### src/hdl/usim_params.svh
// register map, field positions, reset values and counts for the smart-card uart
`ifndef USIM_PARAMS_SVH
`define USIM_PARAMS_SVH
// --------------------------------------------------------------------
// register byte offsets
// --------------------------------------------------------------------
`define USIM_OFS_MODE  8'h00
`define USIM_OFS_CTRL0 8'h04
`define USIM_OFS_CTRL1 8'h08
`define USIM_OFS_BRG   8'h0C
`define USIM_OFS_TXBUF 8'h10
`define USIM_OFS_RXBUF 8'h14
`define USIM_OFS_STAT  8'h18
// --------------------------------------------------------------------
// field positions
// --------------------------------------------------------------------
`define USIM_MODE_UART8  3'h5
`define USIM_MODE_CKSEL  3
`define USIM_MODE_STOP2  4
`define USIM_MODE_PEVEN  5
`define USIM_MODE_PEN    6
`define USIM_MODE_REV    7
`define USIM_C0_FLOWDIS  4
`define USIM_C0_ODRAIN   5
`define USIM_C0_MSBF     7
`define USIM_C1_TXEN     0
`define USIM_C1_TXEMPTY  1
`define USIM_C1_RXEN     2
`define USIM_C1_RXFULL   3
`define USIM_C1_TXCAUSE  4
`define USIM_C1_DLOGIC   6
`define USIM_C1_ERROUT   7
`define USIM_C1_WMASK    8'hD5
`define USIM_ST_TX       0
`define USIM_ST_RX       1
`define USIM_ST_BCOL     2
`define USIM_ST_FAR      3
`define USIM_RX_OVR      12
`define USIM_RX_FRM      13
`define USIM_RX_PAR      14
`define USIM_RX_SUM      15
// --------------------------------------------------------------------
// reset values and counts
// --------------------------------------------------------------------
`define USIM_RST_MODE    8'h00
`define USIM_RST_CTRL0   8'h00
`define USIM_RST_CTRL1   8'h00
`define USIM_RST_BRG     8'h00
`define USIM_PRE_F8      5'h07
`define USIM_PRE_F32     5'h1F
`define USIM_SUB_MID     4'h7
`define USIM_SUB_LAST    4'hF
`define USIM_ERR_TICKS   5'h10
`define USIM_RESP_OKAY   2'h0
`define USIM_RESP_SLVERR 2'h2
`endif

### src/hdl/usim_pkg.sv
// types shared by the smart-card uart modules
package usim_pkg;
  typedef enum logic [1:0] {RX_IDLE, RX_START, RX_BITS, RX_STOP} usim_rx_e;
  typedef logic [7:0] usim_byte_t;
  // bit order swap for msb-first transfer
  function automatic usim_byte_t usim_rev8(input usim_byte_t d);
    usim_byte_t r;
    for (int i = 0; i < 8; i++) begin
      r[i] = d[7-i];
    end
    return r;
  endfunction
endpackage

### src/hdl/usim_top.sv
// smart-card capable uart channel with an axi4-lite register slave
//
// What this block does
// - data logic select inverts transmit buffer writes and receive buffer reads
// - polarity reversal inverts serial data in and out; the error low and the far error sample are not reversed
// - polarity reversal resets cleared, lines not reversed
// - at each bit sample compare driven pin with input, flag collision
// - channel runs 8-bit asynchronous frames only with mode field 101
// - stop length bit cleared gives one stop bit
// - direct format: even parity, plain data, lsb first
// - inverse format: odd parity, inverted data, msb first
// - bit rate is internal or external source over 16(m+1)
// - flow control handshake disabled by its disable bit
// - transmit request cause may be transmission completed
// - open-drain select makes the serial output open drain
// - transmit starts only when enabled and buffer holds data
// - receive starts only when enabled and start bit seen
// - receive request once character moved into receive buffer
// - overrun, framing, parity errors and error sum are kept
// - receiver drives output low on parity error when enabled
// - transmitter samples input at transmit completion for far error
// - divisor m is eight bits, 00 to FF
// - with error output on and completion as the cause, transmit request means error signal seen
// - inverse sends bit 7 first inverted, direct bit 0 first
//
// Chosen here: the register offsets and the AXI4-Lite interface to the registers.
`include "usim_params.svh"
module usim_top
  import usim_pkg::*;
(
  input  wire logic        SYS_CLK_IN,
  input  wire logic        RESETN_IN,
  input  wire logic [7:0]  S_AXI_AWADDR_IN,
  input  wire logic        S_AXI_AWVALID_IN,
  output logic             S_AXI_AWREADY_OUT,
  input  wire logic [31:0] S_AXI_WDATA_IN,
  input  wire logic [3:0]  S_AXI_WSTRB_IN,
  input  wire logic        S_AXI_WVALID_IN,
  output logic             S_AXI_WREADY_OUT,
  output logic [1:0]       S_AXI_BRESP_OUT,
  output logic             S_AXI_BVALID_OUT,
  input  wire logic        S_AXI_BREADY_IN,
  input  wire logic [7:0]  S_AXI_ARADDR_IN,
  input  wire logic        S_AXI_ARVALID_IN,
  output logic             S_AXI_ARREADY_OUT,
  output logic [31:0]      S_AXI_RDATA_OUT,
  output logic [1:0]       S_AXI_RRESP_OUT,
  output logic             S_AXI_RVALID_OUT,
  input  wire logic        S_AXI_RREADY_IN,
  input  wire logic        SERIAL_IN_PIN_IN,
  input  wire logic        SERIAL_CLOCK_PIN_IN,
  input  wire logic        CTS_N_IN,
  output logic             SERIAL_OUT_PIN_OUT,
  output logic             SERIAL_OUT_PIN_OE_OUT
);
  // ------------------------------------------------------------------
  // state
  // ------------------------------------------------------------------
  usim_byte_t  mode_reg, ctrl0_reg, ctrl1_reg, brg_m, tx_buf, rx_buf;
  logic        aw_hold, w_hold, w_strb0;
  logic [7:0]  aw_addr;
  logic [31:0] w_data;
  logic        wr_go, wr_en, wr_hit, rd_go, rd_hit;
  logic [31:0] rd_word;
  logic        tx_full, tx_busy, tx_load, tx_done;
  logic [11:0] tx_shift, frame;
  logic [3:0]  tx_sub, tx_left, nbits;
  usim_byte_t  tx_data;
  logic        tx_par;
  usim_rx_e    rx_state;
  logic [3:0]  rx_sub, rx_cnt;
  logic [8:0]  rx_sh;
  usim_byte_t  rx_raw;
  logic        rx_pbit, rx_done, pbad, rx_in;
  logic        rx_full, ovr_err, frm_err, par_err;
  logic [4:0]  err_cnt;
  logic        pin_q, tick16, err_drv;
  logic [3:0]  flags, ev_vec, clr_vec;
  logic        chan_on, rev, pen, peven, stop2, msbf, odrain, flowdis;
  logic        txen, rxen, txcause, dlogic, err_out, bc_ev, tx_ev;

  // only the 8-bit asynchronous mode runs the channel
  assign chan_on = (mode_reg[2:0] == `USIM_MODE_UART8);
  assign rev     = mode_reg[`USIM_MODE_REV];
  assign pen     = mode_reg[`USIM_MODE_PEN];
  assign peven   = mode_reg[`USIM_MODE_PEVEN];
  assign stop2   = mode_reg[`USIM_MODE_STOP2];
  assign msbf    = ctrl0_reg[`USIM_C0_MSBF];
  assign odrain  = ctrl0_reg[`USIM_C0_ODRAIN];
  assign flowdis = ctrl0_reg[`USIM_C0_FLOWDIS];
  assign txen    = ctrl1_reg[`USIM_C1_TXEN];
  assign rxen    = ctrl1_reg[`USIM_C1_RXEN];
  assign txcause = ctrl1_reg[`USIM_C1_TXCAUSE];
  assign dlogic  = ctrl1_reg[`USIM_C1_DLOGIC];
  assign err_out = ctrl1_reg[`USIM_C1_ERROUT];

  // ------------------------------------------------------------------
  // axi4-lite slave
  // ------------------------------------------------------------------
  // address and data may arrive in either order; both are held until the response
  assign S_AXI_AWREADY_OUT = ~aw_hold & ~S_AXI_BVALID_OUT;
  assign S_AXI_WREADY_OUT  = ~w_hold & ~S_AXI_BVALID_OUT;
  assign S_AXI_ARREADY_OUT = ~S_AXI_RVALID_OUT;
  assign wr_go   = aw_hold & w_hold & ~S_AXI_BVALID_OUT;
  assign wr_hit  = (aw_addr <= `USIM_OFS_STAT) && (aw_addr[1:0] == 2'h0);
  assign wr_en   = wr_go & wr_hit & w_strb0;
  assign rd_go   = S_AXI_ARVALID_IN & S_AXI_ARREADY_OUT;
  assign rd_hit  = (S_AXI_ARADDR_IN <= `USIM_OFS_STAT) && (S_AXI_ARADDR_IN[1:0] == 2'h0);

  // write channel capture and response
  always_ff @(posedge SYS_CLK_IN) begin
    if (!RESETN_IN) begin
      aw_hold          <= 1'b0;
      w_hold           <= 1'b0;
      aw_addr          <= 8'h00;
      w_data           <= 32'h0000_0000;
      w_strb0          <= 1'b0;
      S_AXI_BVALID_OUT <= 1'b0;
      S_AXI_BRESP_OUT  <= `USIM_RESP_OKAY;
    end else begin
      if (S_AXI_AWVALID_IN && S_AXI_AWREADY_OUT) begin
        aw_hold <= 1'b1;
        aw_addr <= S_AXI_AWADDR_IN;
      end
      if (S_AXI_WVALID_IN && S_AXI_WREADY_OUT) begin
        w_hold  <= 1'b1;
        w_data  <= S_AXI_WDATA_IN;
        w_strb0 <= S_AXI_WSTRB_IN[0];
      end
      if (wr_go) begin
        aw_hold          <= 1'b0;
        w_hold           <= 1'b0;
        S_AXI_BVALID_OUT <= 1'b1;
        S_AXI_BRESP_OUT  <= wr_hit ? `USIM_RESP_OKAY : `USIM_RESP_SLVERR;
      end else if (S_AXI_BVALID_OUT && S_AXI_BREADY_IN) begin
        S_AXI_BVALID_OUT <= 1'b0;
      end
    end
  end

  // read mux; masked control 1 bit 5 and unmapped words read zero, masked bits 1 and 3 read tx empty and rx full; control 0 bits read back as written
  always_comb begin
    rd_word = 32'h0000_0000;
    unique case (S_AXI_ARADDR_IN)
      `USIM_OFS_MODE:  rd_word[7:0] = mode_reg;
      `USIM_OFS_CTRL0: rd_word[7:0] = ctrl0_reg;
      `USIM_OFS_CTRL1: begin
        rd_word[7:0] = ctrl1_reg;
        rd_word[`USIM_C1_TXEMPTY] = ~tx_full;
        rd_word[`USIM_C1_RXFULL]  = rx_full;
      end
      `USIM_OFS_BRG:   rd_word[7:0] = brg_m;
      `USIM_OFS_RXBUF: begin
        rd_word[7:0] = rx_buf ^ {8{dlogic}};
        rd_word[`USIM_RX_OVR] = ovr_err;
        rd_word[`USIM_RX_FRM] = frm_err;
        rd_word[`USIM_RX_PAR] = par_err;
        rd_word[`USIM_RX_SUM] = ovr_err | frm_err | par_err;
      end
      `USIM_OFS_STAT:  rd_word[3:0] = flags;
      default:         rd_word = 32'h0000_0000;
    endcase
  end

  // read answer one cycle after the address is taken
  always_ff @(posedge SYS_CLK_IN) begin
    if (!RESETN_IN) begin
      S_AXI_RVALID_OUT <= 1'b0;
      S_AXI_RDATA_OUT  <= 32'h0000_0000;
      S_AXI_RRESP_OUT  <= `USIM_RESP_OKAY;
    end else if (rd_go) begin
      S_AXI_RVALID_OUT <= 1'b1;
      S_AXI_RDATA_OUT  <= rd_word;
      S_AXI_RRESP_OUT  <= rd_hit ? `USIM_RESP_OKAY : `USIM_RESP_SLVERR;
    end else if (S_AXI_RREADY_IN) begin
      S_AXI_RVALID_OUT <= 1'b0;
    end
  end

  // ------------------------------------------------------------------
  // configuration registers
  // ------------------------------------------------------------------
  // reset leaves polarity reversal cleared
  always_ff @(posedge SYS_CLK_IN) begin
    if (!RESETN_IN) begin
      mode_reg  <= `USIM_RST_MODE;
      ctrl0_reg <= `USIM_RST_CTRL0;
      ctrl1_reg <= `USIM_RST_CTRL1;
      brg_m     <= `USIM_RST_BRG;
    end else if (wr_en) begin
      if (aw_addr == `USIM_OFS_MODE)  mode_reg  <= w_data[7:0];
      if (aw_addr == `USIM_OFS_CTRL0) ctrl0_reg <= w_data[7:0];
      if (aw_addr == `USIM_OFS_CTRL1) ctrl1_reg <= w_data[7:0] & `USIM_C1_WMASK;
      if (aw_addr == `USIM_OFS_BRG)   brg_m     <= w_data[7:0];
    end
  end

  // ------------------------------------------------------------------
  // bit rate and transmitter
  // ------------------------------------------------------------------
  usim_brg u_brg (
    .clk_in     (SYS_CLK_IN),
    .rst_n_in   (RESETN_IN),
    .ext_sel_in (mode_reg[`USIM_MODE_CKSEL]),
    .pre_sel_in (ctrl0_reg[1:0]),
    .m_in       (brg_m),
    .ext_clk_in (SERIAL_CLOCK_PIN_IN),
    .tick16_out (tick16)
  );

  // the cts gate is bypassed when flow control is disabled
  // start needs enable and a loaded buffer
  assign tx_load = tick16 & chan_on & txen & tx_full & ~tx_busy & (flowdis | ~CTS_N_IN);
  // bit order swap for msb first
  assign tx_data = msbf ? usim_rev8(tx_buf) : tx_buf;
  // parity sense from the even bit
  assign tx_par  = ^tx_buf ^ ~peven;
  assign frame   = pen ? {2'b11, tx_par, tx_data, 1'b0} : {3'b111, tx_data, 1'b0};
  // one stop bit unless the stop length bit is set
  assign nbits   = 4'hA + {3'h0, pen} + {3'h0, stop2};
  assign tx_done = tx_busy & tick16 & (tx_sub == `USIM_SUB_LAST) & (tx_left == 4'h1);

  // buffer write with inversion; a write in the load cycle keeps the buffer full
  always_ff @(posedge SYS_CLK_IN) begin
    if (!RESETN_IN) begin
      tx_buf  <= 8'h00;
      tx_full <= 1'b0;
    end else if (wr_en && aw_addr == `USIM_OFS_TXBUF) begin
      tx_buf  <= w_data[7:0] ^ {8{dlogic}};
      tx_full <= 1'b1;
    end else if (tx_load) begin
      tx_full <= 1'b0;
    end
  end

  // shift register: sixteen ticks per bit
  always_ff @(posedge SYS_CLK_IN) begin
    if (!RESETN_IN) begin
      tx_busy  <= 1'b0;
      tx_shift <= 12'hFFF;
      tx_sub   <= 4'h0;
      tx_left  <= 4'h0;
    end else if (tx_load) begin
      tx_busy  <= 1'b1;
      tx_shift <= frame;
      tx_sub   <= 4'h0;
      tx_left  <= nbits;
    end else if (tx_busy && tick16) begin
      tx_sub <= tx_sub + 4'h1;
      if (tx_sub == `USIM_SUB_LAST) begin
        tx_shift <= {1'b1, tx_shift[11:1]};
        tx_left  <= tx_left - 4'h1;
        if (tx_left == 4'h1) tx_busy <= 1'b0;
      end
    end
  end

  // reversal wraps every line bit; error signal forces low
  always_ff @(posedge SYS_CLK_IN) begin
    if (!RESETN_IN) begin
      pin_q   <= 1'b1;
      err_drv <= 1'b0;
    end else begin
      pin_q   <= (err_cnt != 5'h00) ? 1'b0 : ((tx_busy ? tx_shift[0] : 1'b1) ^ rev);
      err_drv <= (err_cnt != 5'h00); // lines up with the forced low on the pin
    end
  end
  assign SERIAL_OUT_PIN_OUT = pin_q;
  // open drain only drives while low
  assign SERIAL_OUT_PIN_OE_OUT = odrain ? ~pin_q : 1'b1;

  // ------------------------------------------------------------------
  // receiver
  // ------------------------------------------------------------------
  // input reversal
  assign rx_in   = SERIAL_IN_PIN_IN ^ rev;
  assign rx_raw  = pen ? rx_sh[7:0] : rx_sh[8:1];
  assign rx_pbit = rx_sh[8];
  assign pbad    = pen & (^rx_raw ^ rx_pbit ^ ~peven);
  assign rx_done = (rx_state == RX_STOP) & tick16 & (rx_sub == `USIM_SUB_LAST);

  // start is checked at mid bit, later bits every sixteen ticks from there
  always_ff @(posedge SYS_CLK_IN) begin
    if (!RESETN_IN) begin
      rx_state <= RX_IDLE;
      rx_sub   <= 4'h0;
      rx_cnt   <= 4'h0;
      rx_sh    <= 9'h000;
    end else if (!chan_on || !rxen) begin
      rx_state <= RX_IDLE;
    end else if (tick16) begin
      rx_sub <= rx_sub + 4'h1;
      unique case (rx_state)
        RX_IDLE: begin
          // start bit opens a frame
          // our own error low on the shared line must not look like a start bit
          if (!rx_in && !err_drv) begin
            rx_state <= RX_START;
            rx_sub   <= 4'h0;
          end
        end
        RX_START: begin
          if (rx_sub == `USIM_SUB_MID) begin
            rx_state <= rx_in ? RX_IDLE : RX_BITS;
            rx_sub   <= 4'h0;
            rx_cnt   <= 4'h0;
          end
        end
        RX_BITS: begin
          if (rx_sub == `USIM_SUB_LAST) begin
            rx_sh  <= {rx_in, rx_sh[8:1]};
            rx_cnt <= rx_cnt + 4'h1;
            if (rx_cnt == 4'h7 + {3'h0, pen}) rx_state <= RX_STOP;
          end
        end
        RX_STOP: begin
          if (rx_sub == `USIM_SUB_LAST) rx_state <= RX_IDLE;
        end
      endcase
    end
  end

  // error capture; a read in the completion cycle loses to the new char
  always_ff @(posedge SYS_CLK_IN) begin
    if (!RESETN_IN) begin
      rx_buf  <= 8'h00;
      rx_full <= 1'b0;
      ovr_err <= 1'b0;
      frm_err <= 1'b0;
      par_err <= 1'b0;
    end else if (rx_done) begin
      rx_buf  <= msbf ? usim_rev8(rx_raw) : rx_raw;
      rx_full <= 1'b1;
      ovr_err <= rx_full;
      frm_err <= ~rx_in;
      par_err <= pbad;
    end else if (rd_go && S_AXI_ARADDR_IN == `USIM_OFS_RXBUF) begin
      rx_full <= 1'b0;
    end
  end

  // hold the line low for one bit time after a bad parity
  always_ff @(posedge SYS_CLK_IN) begin
    if (!RESETN_IN) begin
      err_cnt <= 5'h00;
    end else if (rx_done && pbad && err_out) begin
      err_cnt <= `USIM_ERR_TICKS;
    end else if (tick16 && err_cnt != 5'h00) begin
      err_cnt <= err_cnt - 5'h01;
    end
  end

  // ------------------------------------------------------------------
  // status flags
  // ------------------------------------------------------------------
  // compare at mid bit, where the shared line has settled
  assign bc_ev = tx_busy & tick16 & (tx_sub == `USIM_SUB_MID) & (pin_q != SERIAL_IN_PIN_IN);
  // cause select; error output turns completion into error detection
  assign tx_ev = txcause ? (tx_done & (~err_out | ~SERIAL_IN_PIN_IN)) : tx_load;
  // far end error is the line level at completion
  assign ev_vec  = {tx_done & ~SERIAL_IN_PIN_IN, bc_ev, rx_done, tx_ev};
  assign clr_vec = (wr_en && aw_addr == `USIM_OFS_STAT) ? w_data[3:0] : 4'h0;

  // write one to clear; a new event wins over the clear
  always_ff @(posedge SYS_CLK_IN) begin
    if (!RESETN_IN) begin
      flags <= 4'h0;
    end else begin
      flags <= ev_vec | (flags & ~clr_vec);
    end
  end
endmodule

### src/hdl/usim_brg.sv
// bit rate generator: source select, prescale and divide by m+1
`include "usim_params.svh"
module usim_brg
  import usim_pkg::*;
(
  input  wire logic       clk_in,
  input  wire logic       rst_n_in,
  input  wire logic       ext_sel_in,
  input  wire logic [1:0] pre_sel_in,
  input  wire usim_byte_t m_in,
  input  wire logic       ext_clk_in,
  output logic            tick16_out
);
  logic [4:0] pre;
  logic       ext_prev;
  usim_byte_t cnt;
  logic       int_tick;
  logic       src_tick;

  // free-running prescaler for the internal sources
  always_ff @(posedge clk_in) begin
    if (!rst_n_in) begin
      pre      <= 5'h00;
      ext_prev <= 1'b0;
    end else begin
      pre      <= pre + 5'h01;
      ext_prev <= ext_clk_in;
    end
  end

  assign int_tick = (pre_sel_in == 2'h0) ? 1'b1 :
                    (pre_sel_in == 2'h1) ? (pre[2:0] == 3'(`USIM_PRE_F8)) : (pre == `USIM_PRE_F32);
  assign src_tick = ext_sel_in ? (ext_clk_in & ~ext_prev) : int_tick;

  // divide by m+1, m from 00 to FF; the frame logic divides by 16 more
  always_ff @(posedge clk_in) begin
    if (!rst_n_in) begin
      cnt        <= 8'h00;
      tick16_out <= 1'b0;
    end else begin
      tick16_out <= 1'b0;
      if (src_tick) begin
        if (cnt == 8'h00) begin
          cnt        <= m_in;
          tick16_out <= 1'b1;
        end else begin
          cnt <= cnt - 8'h01;
        end
      end
    end
  end
endmodule

### config.mk
export PLATFORM = sky130hd
export DESIGN_NAME = usim_top
export DESIGN_NICKNAME = d
export VERILOG_FILES = /design/src/hdl/usim_pkg.sv /design/src/hdl/usim_top.sv /design/src/hdl/usim_brg.sv
export VERILOG_INCLUDE_DIRS = /design/src /design/src/hdl
export SDC_FILE = /design/constraint.sdc
export NUM_CORES = 1
export LEC_CHECK = 0
export BUFFER_PORTS_ARGS = -buffer_cell sky130_fd_sc_hd__buf_2
export CAP_MARGIN = 20
export CORE_MARGIN = 2
export CORE_UTILIZATION = 52
export CTS_CLUSTER_SIZE = 16
export DETAILED_ROUTE_END_ITERATION = 6
export GPL_TIMING_DRIVEN = 0
export PLACE_DENSITY = 0.76
export SETUP_SLACK_MARGIN = 0.3
export SYNTH_ARGS = -nofsm -noshare
export SYNTH_HDL_FRONTEND = slang
export SYNTH_SLANG_ARGS = --single-unit
### constraint.sdc
create_clock -name SYS_CLK_IN -period 1.8 [get_ports SYS_CLK_IN]
set_input_delay 0.18 -clock SYS_CLK_IN [delete_from_list [all_inputs] [get_ports SYS_CLK_IN]]
set_output_delay 0.18 -clock SYS_CLK_IN [all_outputs]
set_load 0.03 [all_outputs]
== After elaboration in Yosys (flattened, before gate mapping) ==
Index checks and enable logic that the tools add are counted.
Storage, ports and cells
  bits in registers: 153
  input port bits: 62
  output and inout port bits: 43
  logic and storage cells: 235
Operators by class
  add/sub/neg operators: 10
  magnitude comparators: 2
  equality and inequality tests: 29
  mux-type cells: 52
  bitwise gates (word level): 52
  reductions and logical operators: 52
Operators by type and width (count)
  $mux W12: 3
  $mux W4: 9
  $eq A8 B4 Y1 const B: 4
  $eq A8 B5 Y1 const B: 4
  $mux W8: 4
  $logic_not A8 Y1: 3
  $pmux W4 S6: 1
  $and A1 B1 Y1: 23
  $mux W1: 20
  $pmux W4 S5: 1
  $reduce_bool A2 Y1: 9
  $eq A8 B3 Y1 const B: 2
  $le A8 B5 Y1 const B: 2
  $mux W2: 8
  $pmux W4 S2: 2
  $reduce_xor A8 Y1: 2
  $xor A8 B8 Y8: 2
  $not A1 Y1: 15
  $reduce_and A2 Y1: 7
  $logic_and A1 B1 Y1: 13
  $add A4 B1 Y4 const B: 3
  $mux W10: 1
  $mux W5: 2
  $eq A4 B3 Y1 const B: 2
  other kinds (32): 55

== Depth between registers and ports, before layout ==
  depth after elaboration: 9
  depth in mapped cells: 9
  mapped depth without buffers: 8

== Modules after synthesis ==
Synthesis repeated with hierarchy kept, for this count alone.
Unflattened totals
  cell total of the unflattened synthesis: 842
  area total of the unflattened synthesis: 7663.6 um^2
Modules (own cells, without submodules)
  usim_top: times used 1, cells each 756, area an instance 6819.0 um^2, sequential area each 2682.6 um^2
  usim_brg: times used 1, cells each 86, area an instance 844.6 um^2, sequential area each 300.3 um^2

== Worst setup path before layout ==
Ideal clock, no wire load.
  path kind: flip-flop to flip-flop
  start point: register S_AXI_BVALID_OUT
  end point: register brg_m[0]
  setup time: 128 ps
  arrival time: 1867 ps
  data required time: 1672 ps
  slack: -195 ps
  stages on the path, launching flop included: 8
  buffers on the path: 2
  period minus slack after synthesis: 1995 ps
  path through: dfxtp_1 nand3b_4 or4_4 buf_6 nor4b_2 buf_4 mux2i_1 nor2_1
Between the ends
  longest elaborated chain between the ends: 5
Ends and longest elaborated chain
  start, declared: line usim_top.sv:41  | output logic S_AXI_BVALID_OUT,
  start signal, assigned: line usim_top.sv:118  | S_AXI_BVALID_OUT <= 1'b0;
  start signal, assigned: line usim_top.sv:133  | S_AXI_BVALID_OUT <= 1'b1;
  start signal, assigned: line usim_top.sv:136  | S_AXI_BVALID_OUT <= 1'b0;
  $not A1 Y1: line usim_top.sv:104  | assign wr_go = aw_hold & w_hold & ~S_AXI_BVALID_OUT;
  $and A1 B1 Y1: line usim_top.sv:104
  $and A1 B1 Y1 (2 in a row): line usim_top.sv:106  | assign wr_en = wr_go & wr_hit & w_strb0;
  $reduce_and A2 Y1 (no line)
  end signal, assigned: line usim_top.sv:189  | brg_m <= `USIM_RST_BRG;
  end signal, assigned: line usim_top.sv:194  | if (aw_addr == `USIM_OFS_BRG) brg_m <= w_data[7:0];
  end, declared: line usim_top.sv:59  | usim_byte_t mode_reg, ctrl0_reg, ctrl1_reg, brg_m, tx_buf, rx_buf;
Every way passes these cells.
A chain may end at the register's enable or synchronous reset.

== Final worst setup path ==
  start point: register S_AXI_BVALID_OUT
  end point: register brg_m[7]
Same word-level chain as after synthesis.

==> results.py <==
metrics = {
    "logic_synthesis": {
        "synth_xor_area_share_pct": 5.52,
        "mappedNetlistArea_um2": 7390,
        "synth_compound_area_share_pct": 13.5,
        "synth_mux_area_share_pct": 8.51,
        "synth_cell_types": 67,
        "yosysWarnings": 0,
        "ys_top_cells_by_area": "dfxtp_1 40%, nand2_1 6.0%, mux2i_1 5.0%, a21oi_1 4.7%, nor2_1 4.1%",
        "yosys.area.top_type_share_pct": 40.3,
        "ys_async_sr_fraction_pct": 0,
        "synth_top_area_cell": "dfxtp_1",
        "yosysMostFrequentCell": "dfxtp_1",
        "syn_avg_cell_area_um2": 8.65,
        "ys.flop_type": "dfxtp_1",
        "synthAdderAreaFrac_pct": 2.88,
        "synth_top_family_by_area": "simple AND/OR/NAND/NOR gates",
        "synth-simple-area-share_pct": 22.9,
        "netlist_instances": 855,
        "ys_seq_area_share_pct": 40.3,
        "ys_ff_latch": 149,
        "ys_top_cells_by_count": "149 x dfxtp_1, 119 x nand2_1, 80 x nor2_1",
        "synth-edff-count": 0,
    },
    "drt": {
        "ant_nets": 0,
        "drtPass1Iterations": 6,
        "vias": 7161,
        "wirelength_um": 22700,
        "viasPerCell": 5.86,
        "wl_per_cell_um": 18.6,
        "drtIter0Drc": 689,
        "drc_errors": 0,
    },
    "placement": {
        "routabilityCongestion": 0.920,
        "io_buffer_count": 52,
        "dp_slack_ps": -284,
        "dpl.hpwl_um": 13400,
    },
    "power": {
        "powerDensity_nw_per_um2": 841,
        "p_leak_nw": 4.06,
        "irDropWorstVdd_mv": 0.728,
    },
    "worst_setup_path": {
        "worstRegToRegCells": 7,
        "r2r-end": "brg_m[7]",
        "worstSetupStartpointType": "register",
        "crit_path_end_kind": "register",
        "crit_type": "register to register",
        "rrSetupSlack_ps": -180,
        "r2r-start": "S_AXI_BVALID_OUT",
        "cp.required_ps": 2090,
        "path_max_fanout": 8,
        "arrival_ps": 2270,
    },
    "sta": {
        "tns_ps": -4080,
        "finalCritPeriodShare_pct": 110,
        "setup_violations": 33,
        "fmax_ghz": 0.506,
        "tightest_slew_ps": 788,
        "drv_slew": 0,
        "holdWs_ps": 1.59,
        "slew-limit-headroom_pct": 47.0,
        "fin_crit_ps": 1980,
        "final-hold-violation-count": 0,
        "setup_ws_ps": -176,
        "rsz0062_at_grt": "true",
        "finClkSkew_ps": 7.39,
    },
    "floorplan": {
        "core-area_um2": 13900,
        "rows": 43,
        "start_util_pct": 53.3,
        "die_x_um": 123,
        "die_y_um": 123,
        "io_pins": 105,
        "die_area_um2": 15200,
    },
    "layout": {
        "reg.largest.list": "S_AXI_RDATA_OUT x12, tx_shift x10, rx_sh x9",
        "area_growth_pct": 41.0,
        "drive_gt1_share_pct": 37.1,
        "largest_register_ffs": 12,
        "nets": 1107,
        "regMostFlops": "S_AXI_RDATA_OUT",
        "fillCellCount": 892,
    },
    "cts": {
        "clock-sinks": 149,
        "insertion_delay_ps": 440,
        "cts.clk_slew.worst_paths_ps": 60,
        "clockBufferDepth": 2,
        "cts_tree": "done",
        "cts_made_buffers": 17,
        "root_buffer": "clkbuf_16",
        "cts-htree-levels": 4,
    },
    "outcome": {
        "status": "finished, violations left",
        "violations": "negative setup slack",
    },
    "grt": {
        "grt_max_degree": 17,
        "overflow": 0,
        "grt_pass1_wl_um": 33100,
        "grt_pass1_vias": 6460,
        "antenna_found_initial": 2,
        "grtUsageTotal_pct": 28.7,
    },
    "job": {
        "maxCapViolCount": 0,
    },
    "min_path": {
        "hold_depth": 3,
        "hold_class": "input pin to register",
        "worstHoldStart": "S_AXI_WDATA_IN[6]",
        "hold_end": "w_data[6]",
    },
}
==> per-stage QoR <==
stage	cell area [µm²]	instances	power, mW	utilization [%]
floorplan	7720	876	4.66	-
global placement	8210	1108	4.94	59.1
detailed placement	8210	1108	4.96	59.1
CTS	9890	1205	8.54	71.3
global route	10400	1222	9.08	75.1
finish	10400	1222	8.77	75.1
==> routing by layer <==
metal | share of wire, % | wire length [µm] | vias to the layer above | track usage [%]
li1 | - | - | 3306 | -
met1 | 39 | 8960 | 3401 | 36.6
met2 | 48 | 10900 | 372 | 46.3
met3 | 8.8 | 2000 | 80 | 5.54
met4 | 3.8 | 869 | 2 | 14.2
met5 | 0.057 | 13 | - | 0
==> placed cells by master, fill, tap and decap left out, types with 8 or more instances in the layout <==
master         Yosys  layout
nand3_1           29      24
a21oi_1           69      47
o21ai_1            1      12
dfxtp_1          149     123
nand2_1          119     107
and3_4             0      10
mux4_2            11      11
buf_2              8      53
inv_1             18      14
clkbuf_16          0      19
a211oi_2           1      16
clkbuf_1          39      20
nand2_4            0       8
buf_6              2      22
nor2b_1           15      13
conb_1             1      22
dlygate4sd3_1      0      18
dfxtp_4            0      11
xnor2_1           28      25
xor2_1            16      15
o21ai_0           30      15
ha_4               0       9
nor2_1            80      70
mux2i_1           37      32
buf_4             24      71
dfxtp_2            0      15
a21oi_2            0      21
nor3_1            20      12
and2_1            11       9
==> worst max-delay path by stage <==
stage	startpoint	endpoint	slack (ps)
global placement	w_hold	flags[2]	-280
detailed placement	w_hold	flags[2]	-280
finish	S_AXI_BVALID_OUT	brg_m[7]	-180
floorplan	S_AXI_BVALID_OUT	brg_m[0]	-100
CTS	S_AXI_BVALID_OUT	ctrl0_reg[0]	-130
global route	aw_addr[2]	brg_m[7]	-250
==> logic make-up after synthesis <==
logic type,after synthesis
AOI/OAI and AO/OA,163
xor gates and xnor gates,45
adders and majority gates,17
buffers and inverters,94
DFF,149
muxes,49
other,1
and+or+nand+nor,337
==> repair_timing <==
item / CTS / global route
buffers inserted: 41 / 16
pin swaps: 76 / 41
hold buffers: 18 / 0
setup endpoints to repair: 111 / 120
resized for setup: 160 / 111
hold endpoints to repair: 18 / 0
gates cloned: 6 / 0
==> where the power goes <==
part           switching, mW  internal [mW]  total [mW]
Combinational          0.988          0.892        1.88
Sequential             0.201           3.44        3.64
Clock                   1.49           1.76        3.25
==> worst max-delay path, cell delays in order (launching register included) <==
cell      delay, ps
dfxtp_4         340
nand3b_4        150
or4_4           430
buf_12          160
nor4b_4         220
buf_6           210
mux2i_4         250
nor2_1           70
==> final cells by class <==
| type | instances | area (µm²) | area share (%) |
|---|---|---|---|
| multi-input combinational | 633 | 4930 | 47.3 |
| sequential | 149 | 3040 | 29.2 |
| timing repair buffer | 133 | 1010 | 9.65 |
| buffer | 76 | 607 | 5.82 |
| clock buffer | 17 | 425 | 4.08 |
| tap | 180 | 225 | 2.16 |
| clock inverter | 15 | 106 | 1.02 |
| inverter | 18 | 77.6 | 0.744 |
| antenna | 1 | 2.50 | 0.0240 |
Note: power is estimated with default switching activity, not from simulation.
